`config.mk`:
```
export PLATFORM = sky130hd
export DESIGN_NAME = asw_control
export DESIGN_NICKNAME = d
export VERILOG_FILES = /design/src/asw_pkg.sv /design/src/asw_sync2.sv /design/src/asw_pushback.sv /design/src/asw_control.sv
export SDC_FILE = /design/constraint.sdc
export NUM_CORES = 1
export LEC_CHECK = 0
export BUFFER_PORTS_ARGS = -buffer_cell sky130_fd_sc_hd__buf_2
export CORE_MARGIN = 3
export CORE_UTILIZATION = 25
export CTS_CLUSTER_SIZE = 30
export DETAILED_ROUTE_END_ITERATION = 6
export SLEW_MARGIN = 0
export SYNTH_ARGS = -nofsm -noshare
export SYNTH_HDL_FRONTEND = slang
export SYNTH_HIERARCHICAL = 1
export SYNTH_SLANG_ARGS = --single-unit
```
`constraint.sdc`:
```
create_clock -name clk -period 7.2 [get_ports clk]
set_clock_uncertainty 0.05 [all_clocks]
set_input_delay 1.8 -clock clk [delete_from_list [all_inputs] [get_ports clk]]
set_output_delay 1.8 -clock clk [all_outputs]
set_load 0.005 [all_outputs]
```
`src/asw_pkg.sv`:
```
// constants shared by the slicer watchdog control block
`default_nettype none
package asw_pkg;
   // ---------------------------------------------------------------
   // register map
   // ---------------------------------------------------------------
   localparam int ADDR_W = 6;
   localparam int DATA_W = 8;
   localparam logic [5:0] ADDR_COMPENSATION = 6'h0C;
   localparam logic [5:0] ADDR_SETTINGS = 6'h16;
   localparam logic [7:0] SETTINGS_RESET = 8'h00;
   localparam logic [7:0] READ_ZERO = 8'h00;

   // ---------------------------------------------------------------
   // settings field positions
   // ---------------------------------------------------------------
   localparam int BIT_ADAPTIVE_SLICER = 7;
   localparam int BIT_ADV_DETECTOR = 6;
   localparam int BIT_AUTOSCALE = 5;
   localparam int BIT_PUSHBACK = 4;
   localparam int BIT_WATCHDOG = 3;
   localparam int BIT_LIMIT_SEL = 2;
   localparam int STEP_SEL_HI = 1;
   localparam int STEP_SEL_LO = 0;

   // ---------------------------------------------------------------
   // watchdog arithmetic
   // ---------------------------------------------------------------
   localparam int SLICER_WATCHDOG_ENABLE_W = 13;
   localparam logic [12:0] SLICER_WATCHDOG_ENABLE_ZERO = 13'h0000;
   localparam logic [12:0] SLICER_WATCHDOG_ENABLE_SAT = 13'h1FFF;
   localparam logic [12:0] SLICER_WATCHDOG_ENABLE_INC = 13'h0001;
   localparam logic [12:0] SLICER_WATCHDOG_ENABLE_DEC = 13'h0008;
   localparam logic [12:0] SLICER_WATCHDOG_ENABLE_MAX_LO = 13'h0400;
   localparam logic [12:0] SLICER_WATCHDOG_ENABLE_MAX_HI = 13'h0800;
   localparam logic [12:0] STEP_00 = 13'h0020;
   localparam logic [12:0] STEP_01 = 13'h0040;
   localparam logic [12:0] STEP_10 = 13'h0080;
   localparam logic [12:0] STEP_11 = 13'h0100;

   // ---------------------------------------------------------------
   // run length and slicer constants
   // ---------------------------------------------------------------
   localparam int RL_W = 4;
   localparam logic [3:0] RL_ONE = 4'h1;
   localparam logic [3:0] RL_TWO = 4'h2;
   localparam logic [3:0] RL_VALID_MIN = 4'h3;
   localparam logic [3:0] RL_VALID_MAX = 4'hB;
   localparam logic [3:0] RL_SAT = 4'hF;
   localparam logic [7:0] LEVEL_RESET = 8'h80;
   localparam logic [7:0] COMP_ZERO = 8'h00;
   localparam logic [7:0] COMP_POS_MAX = 8'h7F;
   localparam logic [7:0] COMP_NEG_MAX = 8'h80;
   localparam logic [7:0] LEVEL_ONE = 8'h01;
   localparam int DIV_W = 4;
   localparam logic [3:0] DIV_LAST = 4'hF;
   localparam int PB_DEPTH = 4;
endpackage
`default_nettype wire

```
`src/asw_sync2.sv`:
```
// two flip-flop synchroniser for pin inputs
`default_nettype none
module asw_sync2 #(
   parameter int WIDTH = 1
) (
   // clock and reset
   input wire logic clk,
   input wire logic sys_rst,
   // data
   input wire logic [WIDTH-1:0] async_in,
   output logic [WIDTH-1:0] sync_out
);
   logic [WIDTH-1:0] meta_ff;

   // first stage is read only by the second stage
   always_ff @(posedge clk)
   begin
      if (sys_rst)
      begin
         meta_ff <= '0;
         sync_out <= '0;
      end
      else
      begin
         meta_ff <= async_in;
         sync_out <= meta_ff;
      end
   end
endmodule
`default_nettype wire

```
`src/asw_pushback.sv`:
```
// short run push-back: stretches two-long runs to three
`default_nettype none
module asw_pushback (
   // clock and reset
   input wire logic clk,
   input wire logic sys_rst,
   // control
   input wire logic tick,
   input wire logic enable,
   // sliced bit and its distance from the threshold
   input wire logic bit_in,
   input wire logic [7:0] margin_in,
   // delayed, corrected bit
   output logic bit_out
);
   logic [asw_pkg::PB_DEPTH-1:0] win_ff;
   logic [7:0] lead_margin_ff;
   logic [7:0] mid_margin_ff;
   logic short_run;
   logic fix_lead;
   logic fix_trail;

   // run of two sits in win_ff[1:0], bounded by win_ff[2] and bit_in
   assign short_run = enable && (win_ff[0] == win_ff[1]) && (win_ff[2] != win_ff[1]) && (bit_in != win_ff[0]);
   // the edge whose sample sat nearer the threshold is the suspect
   assign fix_lead = short_run && (lead_margin_ff <= margin_in); // see RULE_14
   assign fix_trail = short_run && !fix_lead; // see RULE_14

   always_ff @(posedge clk)
   begin
      if (sys_rst)
      begin
         win_ff <= '0;
         lead_margin_ff <= asw_pkg::COMP_ZERO;
         mid_margin_ff <= asw_pkg::COMP_ZERO;
         bit_out <= 1'b0;
      end
      else if (tick)
      begin
         bit_out <= win_ff[3];
         win_ff[3] <= fix_lead ? win_ff[1] : win_ff[2];
         win_ff[2] <= win_ff[1];
         win_ff[1] <= win_ff[0];
         win_ff[0] <= fix_trail ? win_ff[0] : bit_in;
         lead_margin_ff <= mid_margin_ff;
         mid_margin_ff <= margin_in;
      end
   end
endmodule
`default_nettype wire

```
`src/asw_control.sv`:
```
// slicer, bit detector and slice-level watchdog control
`default_nettype none

// Behaviour
// RULE_01 - watchdog updates once per PLL clock
// RULE_02 - short run adds step, highest priority
// RULE_03 - no transition adds one
// RULE_04 - valid run transition subtracts eight
// RULE_05 - otherwise over maximum resets counter
// RULE_06 - counter reset also resets slice level
// RULE_07 - limit select picks 1024 or 2048
// RULE_08 - step select picks 32/64/128/256
// RULE_09 - settings bit 3 runs watchdog
// RULE_10 - bit 7 low holds slicer at zero
// RULE_11 - bit 6 enables advanced bit detector
// RULE_12 - bit 5 runs or holds auto-scaling
// RULE_13 - bit 4 enables short run push-back
// RULE_14 - push-back stretches run two to three
// RULE_15 - second slicer tracks faster than first
// RULE_16 - write-only settings register at 16H
// RULE_17 - read 0CH returns compensation value
// RULE_18 - disabled watchdog keeps counter at zero
module asw_control (
   // clock and reset
   input wire logic clk,
   input wire logic sys_rst,
   // register port
   input wire logic [5:0] reg_addr,
   input wire logic [7:0] reg_wdata,
   input wire logic reg_wr,
   input wire logic reg_rd,
   output logic [7:0] reg_rdata,
   // front-end pins
   input wire logic pll_clk_pin,
   input wire logic [7:0] hf_sample_pin,
   // detected bit stream
   output logic detected_bit,
   output logic detected_bit_valid,
   // front-end controls
   output logic adaptive_slicer_enable,
   output logic advanced_bit_detector_enable,
   output logic frontend_autoscale_enable,
   output logic short_run_pushback_enable,
   // watchdog status
   output logic slicer_watchdog_fire
);
   // ---------------------------------------------------------------
   // declarations
   // ---------------------------------------------------------------
   logic [7:0] settings_ff;
   logic slicer_watchdog_enable;
   logic watchdog_limit_select;
   logic [1:0] watchdog_step_select;
   logic pll_sync;
   logic [7:0] sample_sync;
   logic pll_prev_ff;
   logic tick;
   logic [7:0] sample_ff;
   logic sample_valid_ff;
   logic [7:0] level_ff;
   logic [3:0] div_ff;
   logic [7:0] slicer_compensation_value;
   logic [7:0] comp_ff;
   logic [7:0] nxt_comp;
   logic signed [9:0] threshold;
   logic signed [9:0] sample_ext;
   logic signed [9:0] diff;
   logic [7:0] margin;
   logic first_bit;
   logic adaptive_bit;
   logic prev_bit_ff;
   logic transition;
   logic [3:0] rl_ff;
   logic short_run;
   logic valid_run;
   logic [12:0] slicer_watchdog_enable_ff;
   logic [12:0] nxt_slicer_watchdog_enable;
   logic [12:0] step_size;
   logic [12:0] slicer_watchdog_enable_max;
   logic slicer_watchdog_enable_reset;
   logic pb_bit;
   logic [7:0] reg_rdata_ff;

   // ---------------------------------------------------------------
   // settings register
   // ---------------------------------------------------------------
   always_ff @(posedge clk)
   begin
      if (sys_rst)
      begin
         settings_ff <= asw_pkg::SETTINGS_RESET;
      end
      else if (reg_wr && (reg_addr == asw_pkg::ADDR_SETTINGS))
      begin
         settings_ff <= reg_wdata; // see RULE_16
      end
   end

   assign adaptive_slicer_enable = settings_ff[asw_pkg::BIT_ADAPTIVE_SLICER];
   assign advanced_bit_detector_enable = settings_ff[asw_pkg::BIT_ADV_DETECTOR]; // see RULE_11
   // autoscale low means the front-end holds its scale
   assign frontend_autoscale_enable = settings_ff[asw_pkg::BIT_AUTOSCALE]; // see RULE_12
   assign short_run_pushback_enable = settings_ff[asw_pkg::BIT_PUSHBACK]; // see RULE_13
   assign slicer_watchdog_enable = settings_ff[asw_pkg::BIT_WATCHDOG];
   assign watchdog_limit_select = settings_ff[asw_pkg::BIT_LIMIT_SEL];
   assign watchdog_step_select = settings_ff[asw_pkg::STEP_SEL_HI:asw_pkg::STEP_SEL_LO];

   // ---------------------------------------------------------------
   // read port
   // ---------------------------------------------------------------
   // settings are write-only, so they read as zero like any hole
   always_ff @(posedge clk)
   begin
      if (!sys_rst && reg_rd && (reg_addr == asw_pkg::ADDR_COMPENSATION))
      begin
         reg_rdata_ff <= slicer_compensation_value; // see RULE_17
      end
      else
      begin
         reg_rdata_ff <= asw_pkg::READ_ZERO; // see RULE_16
      end
   end
   assign reg_rdata = reg_rdata_ff;
   // ---------------------------------------------------------------
   // pin synchronisers
   // ---------------------------------------------------------------
   asw_sync2 #(
      .WIDTH(1)
   ) u_pll_sync (
      .clk(clk),
      .sys_rst(sys_rst),
      .async_in(pll_clk_pin),
      .sync_out(pll_sync)
   );

   // the sample bus settles long before the pll edge reaches tick
   asw_sync2 #(
      .WIDTH(8)
   ) u_sample_sync (
      .clk(clk),
      .sys_rst(sys_rst),
      .async_in(hf_sample_pin),
      .sync_out(sample_sync)
   );

   // ---------------------------------------------------------------
   // pll clock edge detect
   // ---------------------------------------------------------------
   always_ff @(posedge clk)
   begin
      pll_prev_ff <= !sys_rst && pll_sync;
   end
   // limitation: pll clock must stay below a quarter of clk
   assign tick = pll_sync && !pll_prev_ff; // see RULE_01

   // ---------------------------------------------------------------
   // sample capture
   // ---------------------------------------------------------------
   always_ff @(posedge clk)
   begin
      if (sys_rst)
      begin
         sample_ff <= asw_pkg::LEVEL_RESET;
         sample_valid_ff <= 1'b0;
      end
      else
      begin
         sample_valid_ff <= tick;
         if (tick)
         begin
            sample_ff <= sample_sync;
         end
      end
   end

   // ---------------------------------------------------------------
   // first slicer: slow level tracking
   // ---------------------------------------------------------------
   assign first_bit = sample_ff >= level_ff;

   always_ff @(posedge clk)
   begin
      if (sys_rst)
      begin
         div_ff <= '0;
         level_ff <= asw_pkg::LEVEL_RESET;
      end
      else if (sample_valid_ff)
      begin
         div_ff <= div_ff + 4'h1;
         // one step per sixteen pll cycles keeps this loop narrow
         if (div_ff == asw_pkg::DIV_LAST)
         begin
            if (first_bit && (level_ff != 8'hFF))
            begin
               level_ff <= level_ff + asw_pkg::LEVEL_ONE;
            end
            else if (!first_bit && (level_ff != 8'h00))
            begin
               level_ff <= level_ff - asw_pkg::LEVEL_ONE;
            end
         end
      end
   end

   // ---------------------------------------------------------------
   // adaptive slicer: fast compensation on top of the first level
   // ---------------------------------------------------------------
   assign sample_ext = $signed({2'b00, sample_ff});
   assign threshold = $signed({2'b00, level_ff}) + $signed({{2{comp_ff[7]}}, comp_ff});
   assign diff = sample_ext - threshold;
   assign adaptive_bit = !diff[9];
   assign margin = diff[9] ? 8'(-diff) : 8'(diff);

   // compensation steps every pll cycle, sixteen times the first loop
   always_comb
   begin
      nxt_comp = comp_ff;
      if (adaptive_bit && (comp_ff != asw_pkg::COMP_POS_MAX))
      begin
         nxt_comp = comp_ff + asw_pkg::LEVEL_ONE; // see RULE_15
      end
      else if (!adaptive_bit && (comp_ff != asw_pkg::COMP_NEG_MAX))
      begin
         nxt_comp = comp_ff - asw_pkg::LEVEL_ONE; // see RULE_15
      end
   end

   always_ff @(posedge clk)
   begin
      if (sys_rst)
      begin
         comp_ff <= asw_pkg::COMP_ZERO;
      end
      else if (!adaptive_slicer_enable || slicer_watchdog_enable_reset)
      begin
         comp_ff <= asw_pkg::COMP_ZERO; // see RULE_10 see RULE_06
      end
      else if (sample_valid_ff)
      begin
         comp_ff <= nxt_comp;
      end
   end

   assign slicer_compensation_value = comp_ff;

   // ---------------------------------------------------------------
   // run length measurement
   // ---------------------------------------------------------------
   assign transition = adaptive_bit != prev_bit_ff;
   assign short_run = transition && ((rl_ff == asw_pkg::RL_ONE) || (rl_ff == asw_pkg::RL_TWO));
   assign valid_run = transition && (rl_ff >= asw_pkg::RL_VALID_MIN) && (rl_ff <= asw_pkg::RL_VALID_MAX);

   always_ff @(posedge clk)
   begin
      if (sys_rst)
      begin
         prev_bit_ff <= 1'b0;
         rl_ff <= asw_pkg::RL_ONE;
      end
      else if (sample_valid_ff)
      begin
         prev_bit_ff <= adaptive_bit;
         if (transition)
         begin
            rl_ff <= asw_pkg::RL_ONE;
         end
         else if (rl_ff != asw_pkg::RL_SAT)
         begin
            rl_ff <= rl_ff + asw_pkg::RL_ONE;
         end
      end
   end

   // ---------------------------------------------------------------
   // watchdog counter
   // ---------------------------------------------------------------
   always_comb
   begin
      case (watchdog_step_select)
         2'b00: step_size = asw_pkg::STEP_00; // see RULE_08
         2'b01: step_size = asw_pkg::STEP_01; // see RULE_08
         2'b10: step_size = asw_pkg::STEP_10; // see RULE_08
         default: step_size = asw_pkg::STEP_11; // see RULE_08
      endcase
   end

   assign slicer_watchdog_enable_max = watchdog_limit_select ? asw_pkg::SLICER_WATCHDOG_ENABLE_MAX_HI : asw_pkg::SLICER_WATCHDOG_ENABLE_MAX_LO; // see RULE_07

   // overflow is judged only on a transition of an illegal length
   assign slicer_watchdog_enable_reset = slicer_watchdog_enable && sample_valid_ff && !short_run && transition && !valid_run
                       && (slicer_watchdog_enable_ff > slicer_watchdog_enable_max); // see RULE_05

   always_comb
   begin
      nxt_slicer_watchdog_enable = slicer_watchdog_enable_ff;
      if (short_run)
      begin
         // saturate rather than wrap, a wrap would hide a hang
         nxt_slicer_watchdog_enable = (slicer_watchdog_enable_ff > (asw_pkg::SLICER_WATCHDOG_ENABLE_SAT - step_size)) ? asw_pkg::SLICER_WATCHDOG_ENABLE_SAT : slicer_watchdog_enable_ff + step_size; // see RULE_02
      end
      else if (!transition)
      begin
         nxt_slicer_watchdog_enable = (slicer_watchdog_enable_ff == asw_pkg::SLICER_WATCHDOG_ENABLE_SAT) ? slicer_watchdog_enable_ff : slicer_watchdog_enable_ff + asw_pkg::SLICER_WATCHDOG_ENABLE_INC; // see RULE_03
      end
      else if (valid_run)
      begin
         nxt_slicer_watchdog_enable = (slicer_watchdog_enable_ff < asw_pkg::SLICER_WATCHDOG_ENABLE_DEC) ? asw_pkg::SLICER_WATCHDOG_ENABLE_ZERO : slicer_watchdog_enable_ff - asw_pkg::SLICER_WATCHDOG_ENABLE_DEC; // see RULE_04
      end
      else if (slicer_watchdog_enable_ff > slicer_watchdog_enable_max)
      begin
         nxt_slicer_watchdog_enable = asw_pkg::SLICER_WATCHDOG_ENABLE_ZERO; // see RULE_05
      end
   end

   always_ff @(posedge clk)
   begin
      if (sys_rst)
      begin
         slicer_watchdog_enable_ff <= asw_pkg::SLICER_WATCHDOG_ENABLE_ZERO;
      end
      else if (!slicer_watchdog_enable)
      begin
         slicer_watchdog_enable_ff <= asw_pkg::SLICER_WATCHDOG_ENABLE_ZERO; // see RULE_09 see RULE_18
      end
      else if (sample_valid_ff)
      begin
         slicer_watchdog_enable_ff <= nxt_slicer_watchdog_enable; // see RULE_01
      end
   end

   always_ff @(posedge clk)
   begin
      slicer_watchdog_fire <= !sys_rst && slicer_watchdog_enable_reset; // see RULE_06
   end
   // ---------------------------------------------------------------
   // push-back and detector output
   // ---------------------------------------------------------------
   asw_pushback u_pushback (
      .clk(clk),
      .sys_rst(sys_rst),
      .tick(sample_valid_ff),
      .enable(short_run_pushback_enable),
      .bit_in(adaptive_bit),
      .margin_in(margin),
      .bit_out(pb_bit)
   );

   // with the advanced detector off the raw first slice is passed
   always_ff @(posedge clk)
   begin
      if (sys_rst)
      begin
         detected_bit <= 1'b0;
         detected_bit_valid <= 1'b0;
      end
      else
      begin
         detected_bit_valid <= sample_valid_ff;
         if (sample_valid_ff)
         begin
            detected_bit <= advanced_bit_detector_enable ? pb_bit : first_bit; // see RULE_11
         end
      end
   end
endmodule
`default_nettype wire

```
==> flow_summary.yaml <==
status:
  status: "finished, final reports clean"
setup_path:
  critPathKind: "reg2reg"
  crit_slowest_cell: "fa_1"
  worst-path-max-fanout: 12
  worstRegToRegCells: 17
  worstPathCellList: "inv_1, fa_1, ha_1, a21o_1, a21oi_2, a21bo_2, a31oi_4, inv_4, nand2_1, ha_1, a21o_1, a21oi_1, o21bai_1, a2111oi_0, nor3_1, mux2i_1, mux2_2"
  critPathLaunchType: "register"
  required_ns: 7.41
  cpPeakStageDelay_ns: 0.46
  endpoint_kind: "register"
  arrival_ns: 4.87
power_and_ir_drop:
  p_leak_nw: 2.94
  switching_share_pct: 28.8
  combPwrFrac_pct: 11.8
  power.density_mw_per_mm2: 170
  power.share.clock_pct: 41.3
  peakVddDrop_uv: 97.7
  intPower_mw: 0.907
  power_frac_seq_pct: 46.9
  switchingPower_mw: 0.367
timing:
  max_slew_margin_pct: 40.3
  tightest_slew_ns: 0.896
  period_needed_ns: 4.66
  fin_crit_sh_pct: 64.7
  hold_viol: 0
  grt_setup_unrepaired: "no"
  slew_viol_final: 0
  hold_slack_ns: 0.390
  tns_ns: 0
  setup_violations: 0
  fmax_mhz: 215
synthesis:
  synthDistinctLibCells: 78
  yosysSeqAreaShare_pct: 31.9
  synth-adder-area-share_pct: 13.1
  yosys.area_share.xor_xnor_pct: 4.47
  ys.warnings.count: 6
  synth_compound_area_share_pct: 15.8
  async_flop_share_pct: 0
  yosys.area_share.simple_pct: 22.4
  synthMuxAreaShare_pct: 6.97
  ys_ff_latch: 106
  synth_edf_count: 0
  syn-num-nets: 865
  ys.flop_type: "dfxtp_1"
  syn_avg_cell_area_um2: 8.60
  syn_area_mm2: 0.00666
  synth_top_family_by_area: "simple AND/OR/NAND/NOR gates"
  postSynthCellCount: 775
detailed_routing:
  ant_nets: 0
  drc: 0
  first_iter_violations: 341
  drt_pre_antenna_iters: 5
  vias_per_cell: 4.77
  routed_wl_mm: 14.9
  wl_per_cell_um: 13.1
  vias: 5433
cts:
  clock_latency_ns: 0.37
  post_cts_resized: 0
  path_clk_slew_ns: 0.09
  cts.sinks: 106
  cts.root.buffer_cell: "clkbuf_16"
  cts_tree: "built"
  hold_buffers: 0
  numCtsBuffers: 9
  post-cts-setup-buffer-count: 0
  cts_max_path_buffers: 2
  htreeDepth: 3
place:
  place_hpwl_mm: 10.9
  gp_congestion: 0.835
  io_buffers: 41
floorplan:
  start_util_pct: 25.5
  dieWidth_um: 169
  rows: 59
  dieArea_mm2: 0.0286
  die_h_um: 169
  coreArea_mm2: 0.0261
  io_pins: 42
global_route:
  grt_pass1_vias: 5084
  grt_max_degree: 66
  antenna_found_initial: 0
  grt_pass1_wl_mm: 25.2
  overflow: 0
  track_usage_pct: 10.8
final_layout:
  antenna_cells: 0
  fillers: 2826
  final_nets: 888
  final_common_cell: "dfxtp_1"
  drive_above_1_share_pct: 11.6
  layout_common_cells: "dfxtp_1 (105), nor2_1 (78), nand2_1 (53)"
  area_growth_pct: 12.2
job:
  maxCapViolCount: 0
hold_path:
  hold_depth: 2
  hp-class: "reg2reg"
-- state kept, by name, summed over array words and instances, names as in the netlist --
signal / cells
detected_bit_valid: 1
u_pushback/mid_margin_ff: 8
reg_rdata: 8
u_sample_sync/sync_out: 8
slicer_watchdog_fire: 1
detected_bit: 1
settings_ff: 8
u_pushback/bit_out: 1
u_pushback/win_ff: 4
comp_ff: 8
slicer_watchdog_enable_ff: 13
pll_prev_ff: 1
rl_ff: 4
prev_bit_ff: 1
u_sample_sync/meta_ff: 8
sample_ff: 8
level_ff: 8
u_pll_sync/sync_out: 1
sample_valid_ff: 1
u_pll_sync/meta_ff: 1
div_ff: 4
u_pushback/lead_margin_ff: 8
-- metal layers --
metal  global-route usage (%)  part of all wire, %  vias up
met5                        0                    0        -
met4                     4.13                  2.4        0
met3                     2.59                  5.3       15
met2                     16.6                   44      121
met1                     14.5                   48     2526
li1                         -                    -     2771
-- worst paths after layout --
check	to	slack (ns)	from
setup / recovery	comp_ff[7]	2.54	level_ff[5]
hold / removal	sample_ff[1]	0.39	u_sample_sync/sync_out[1]
setup reg to reg	comp_ff[7]	2.54	level_ff[5]
hold reg to reg	sample_ff[1]	0.39	u_sample_sync/sync_out[1]
-- cell usage after synthesis, types with 7 or more instances --
master | n | area (um2)
nor2b_1 | 20 | 125
clkbuf_1 | 17 | 63.8
and2_1 | 13 | 81.3
nor3_1 | 25 | 125
xnor2_1 | 24 | 210
a21oi_1 | 45 | 225
dfxtp_1 | 106 | 2120
nand2_1 | 53 | 199
a31oi_1 | 8 | 50.1
nor2_1 | 78 | 293
nand3_1 | 22 | 110
fa_1 | 11 | 220
nand2b_1 | 12 | 75.1
a21o_1 | 10 | 75.1
ha_1 | 52 | 651
mux2i_1 | 39 | 390
a211oi_1 | 12 | 90.1
inv_1 | 52 | 195
nand4_1 | 15 | 93.8
o21ai_0 | 27 | 135
xor2_1 | 10 | 87.6
nor2b_2 | 7 | 61.3
buf_2 | 9 | 45.0
-- cell type report --
| cell class | instances | area (um2) | area share [%] |
|---|---|---|---|
| multi-input cells | 584 | 4180 | 55.9 |
| flip-flops and latches | 106 | 2120 | 28.4 |
| well taps | 335 | 419 | 5.61 |
| repair buffers | 44 | 228 | 3.05 |
| clock buffers | 9 | 225 | 3.01 |
| inverters | 53 | 201 | 2.70 |
| clock inverters | 7 | 96.3 | 1.29 |
-- through the flow --
stage	utilization [%]	power (mW)	area [um2]	worst slack, ns	cells
2_1_floorplan	-	0.728	6660	2.92	775
3_3_place_gp	27.4	0.760	7150	2.68	1122
3_5_place_dp	27.4	0.761	7150	2.56	1122
4_1_cts	28.6	1.30	7470	2.54	1138
5_1_grt	28.6	1.34	7470	2.19	1138
6_report	28.6	1.27	7470	2.54	1138
-- worst max-delay path, delay by kind of cell (launching register included) --
family	cells	cell delay [ns]
fa+ha+maj	3	1.17
mux	2	0.52
flops	1	0.38
simple gates	2	0.40
compound gates	8	1.81
buf+inv	2	0.22
-- cells by family after synthesis --
| kind of cell | after synthesis |
|---|---|
| XOR/XNOR | 34 |
| AO/OA/AOI/OAI | 156 |
| flip-flops | 106 |
| AND/OR/NAND/NOR | 287 |
| adder cells (fa/ha/maj) | 63 |
| multiplexers | 44 |
| buffers and inverters | 85 |
-- power groups by stage --
stage / clock, mW / sequential, mW / combinational, mW
after floorplan: 0 / 0.610 / 0.118
after global placement: 0 / 0.611 / 0.148
after detailed placement: 0 / 0.611 / 0.150
after CTS: 0.548 / 0.597 / 0.150
after global routing: 0.571 / 0.599 / 0.170
final: 0.526 / 0.597 / 0.150
Power figures use the tool's default switching activity.
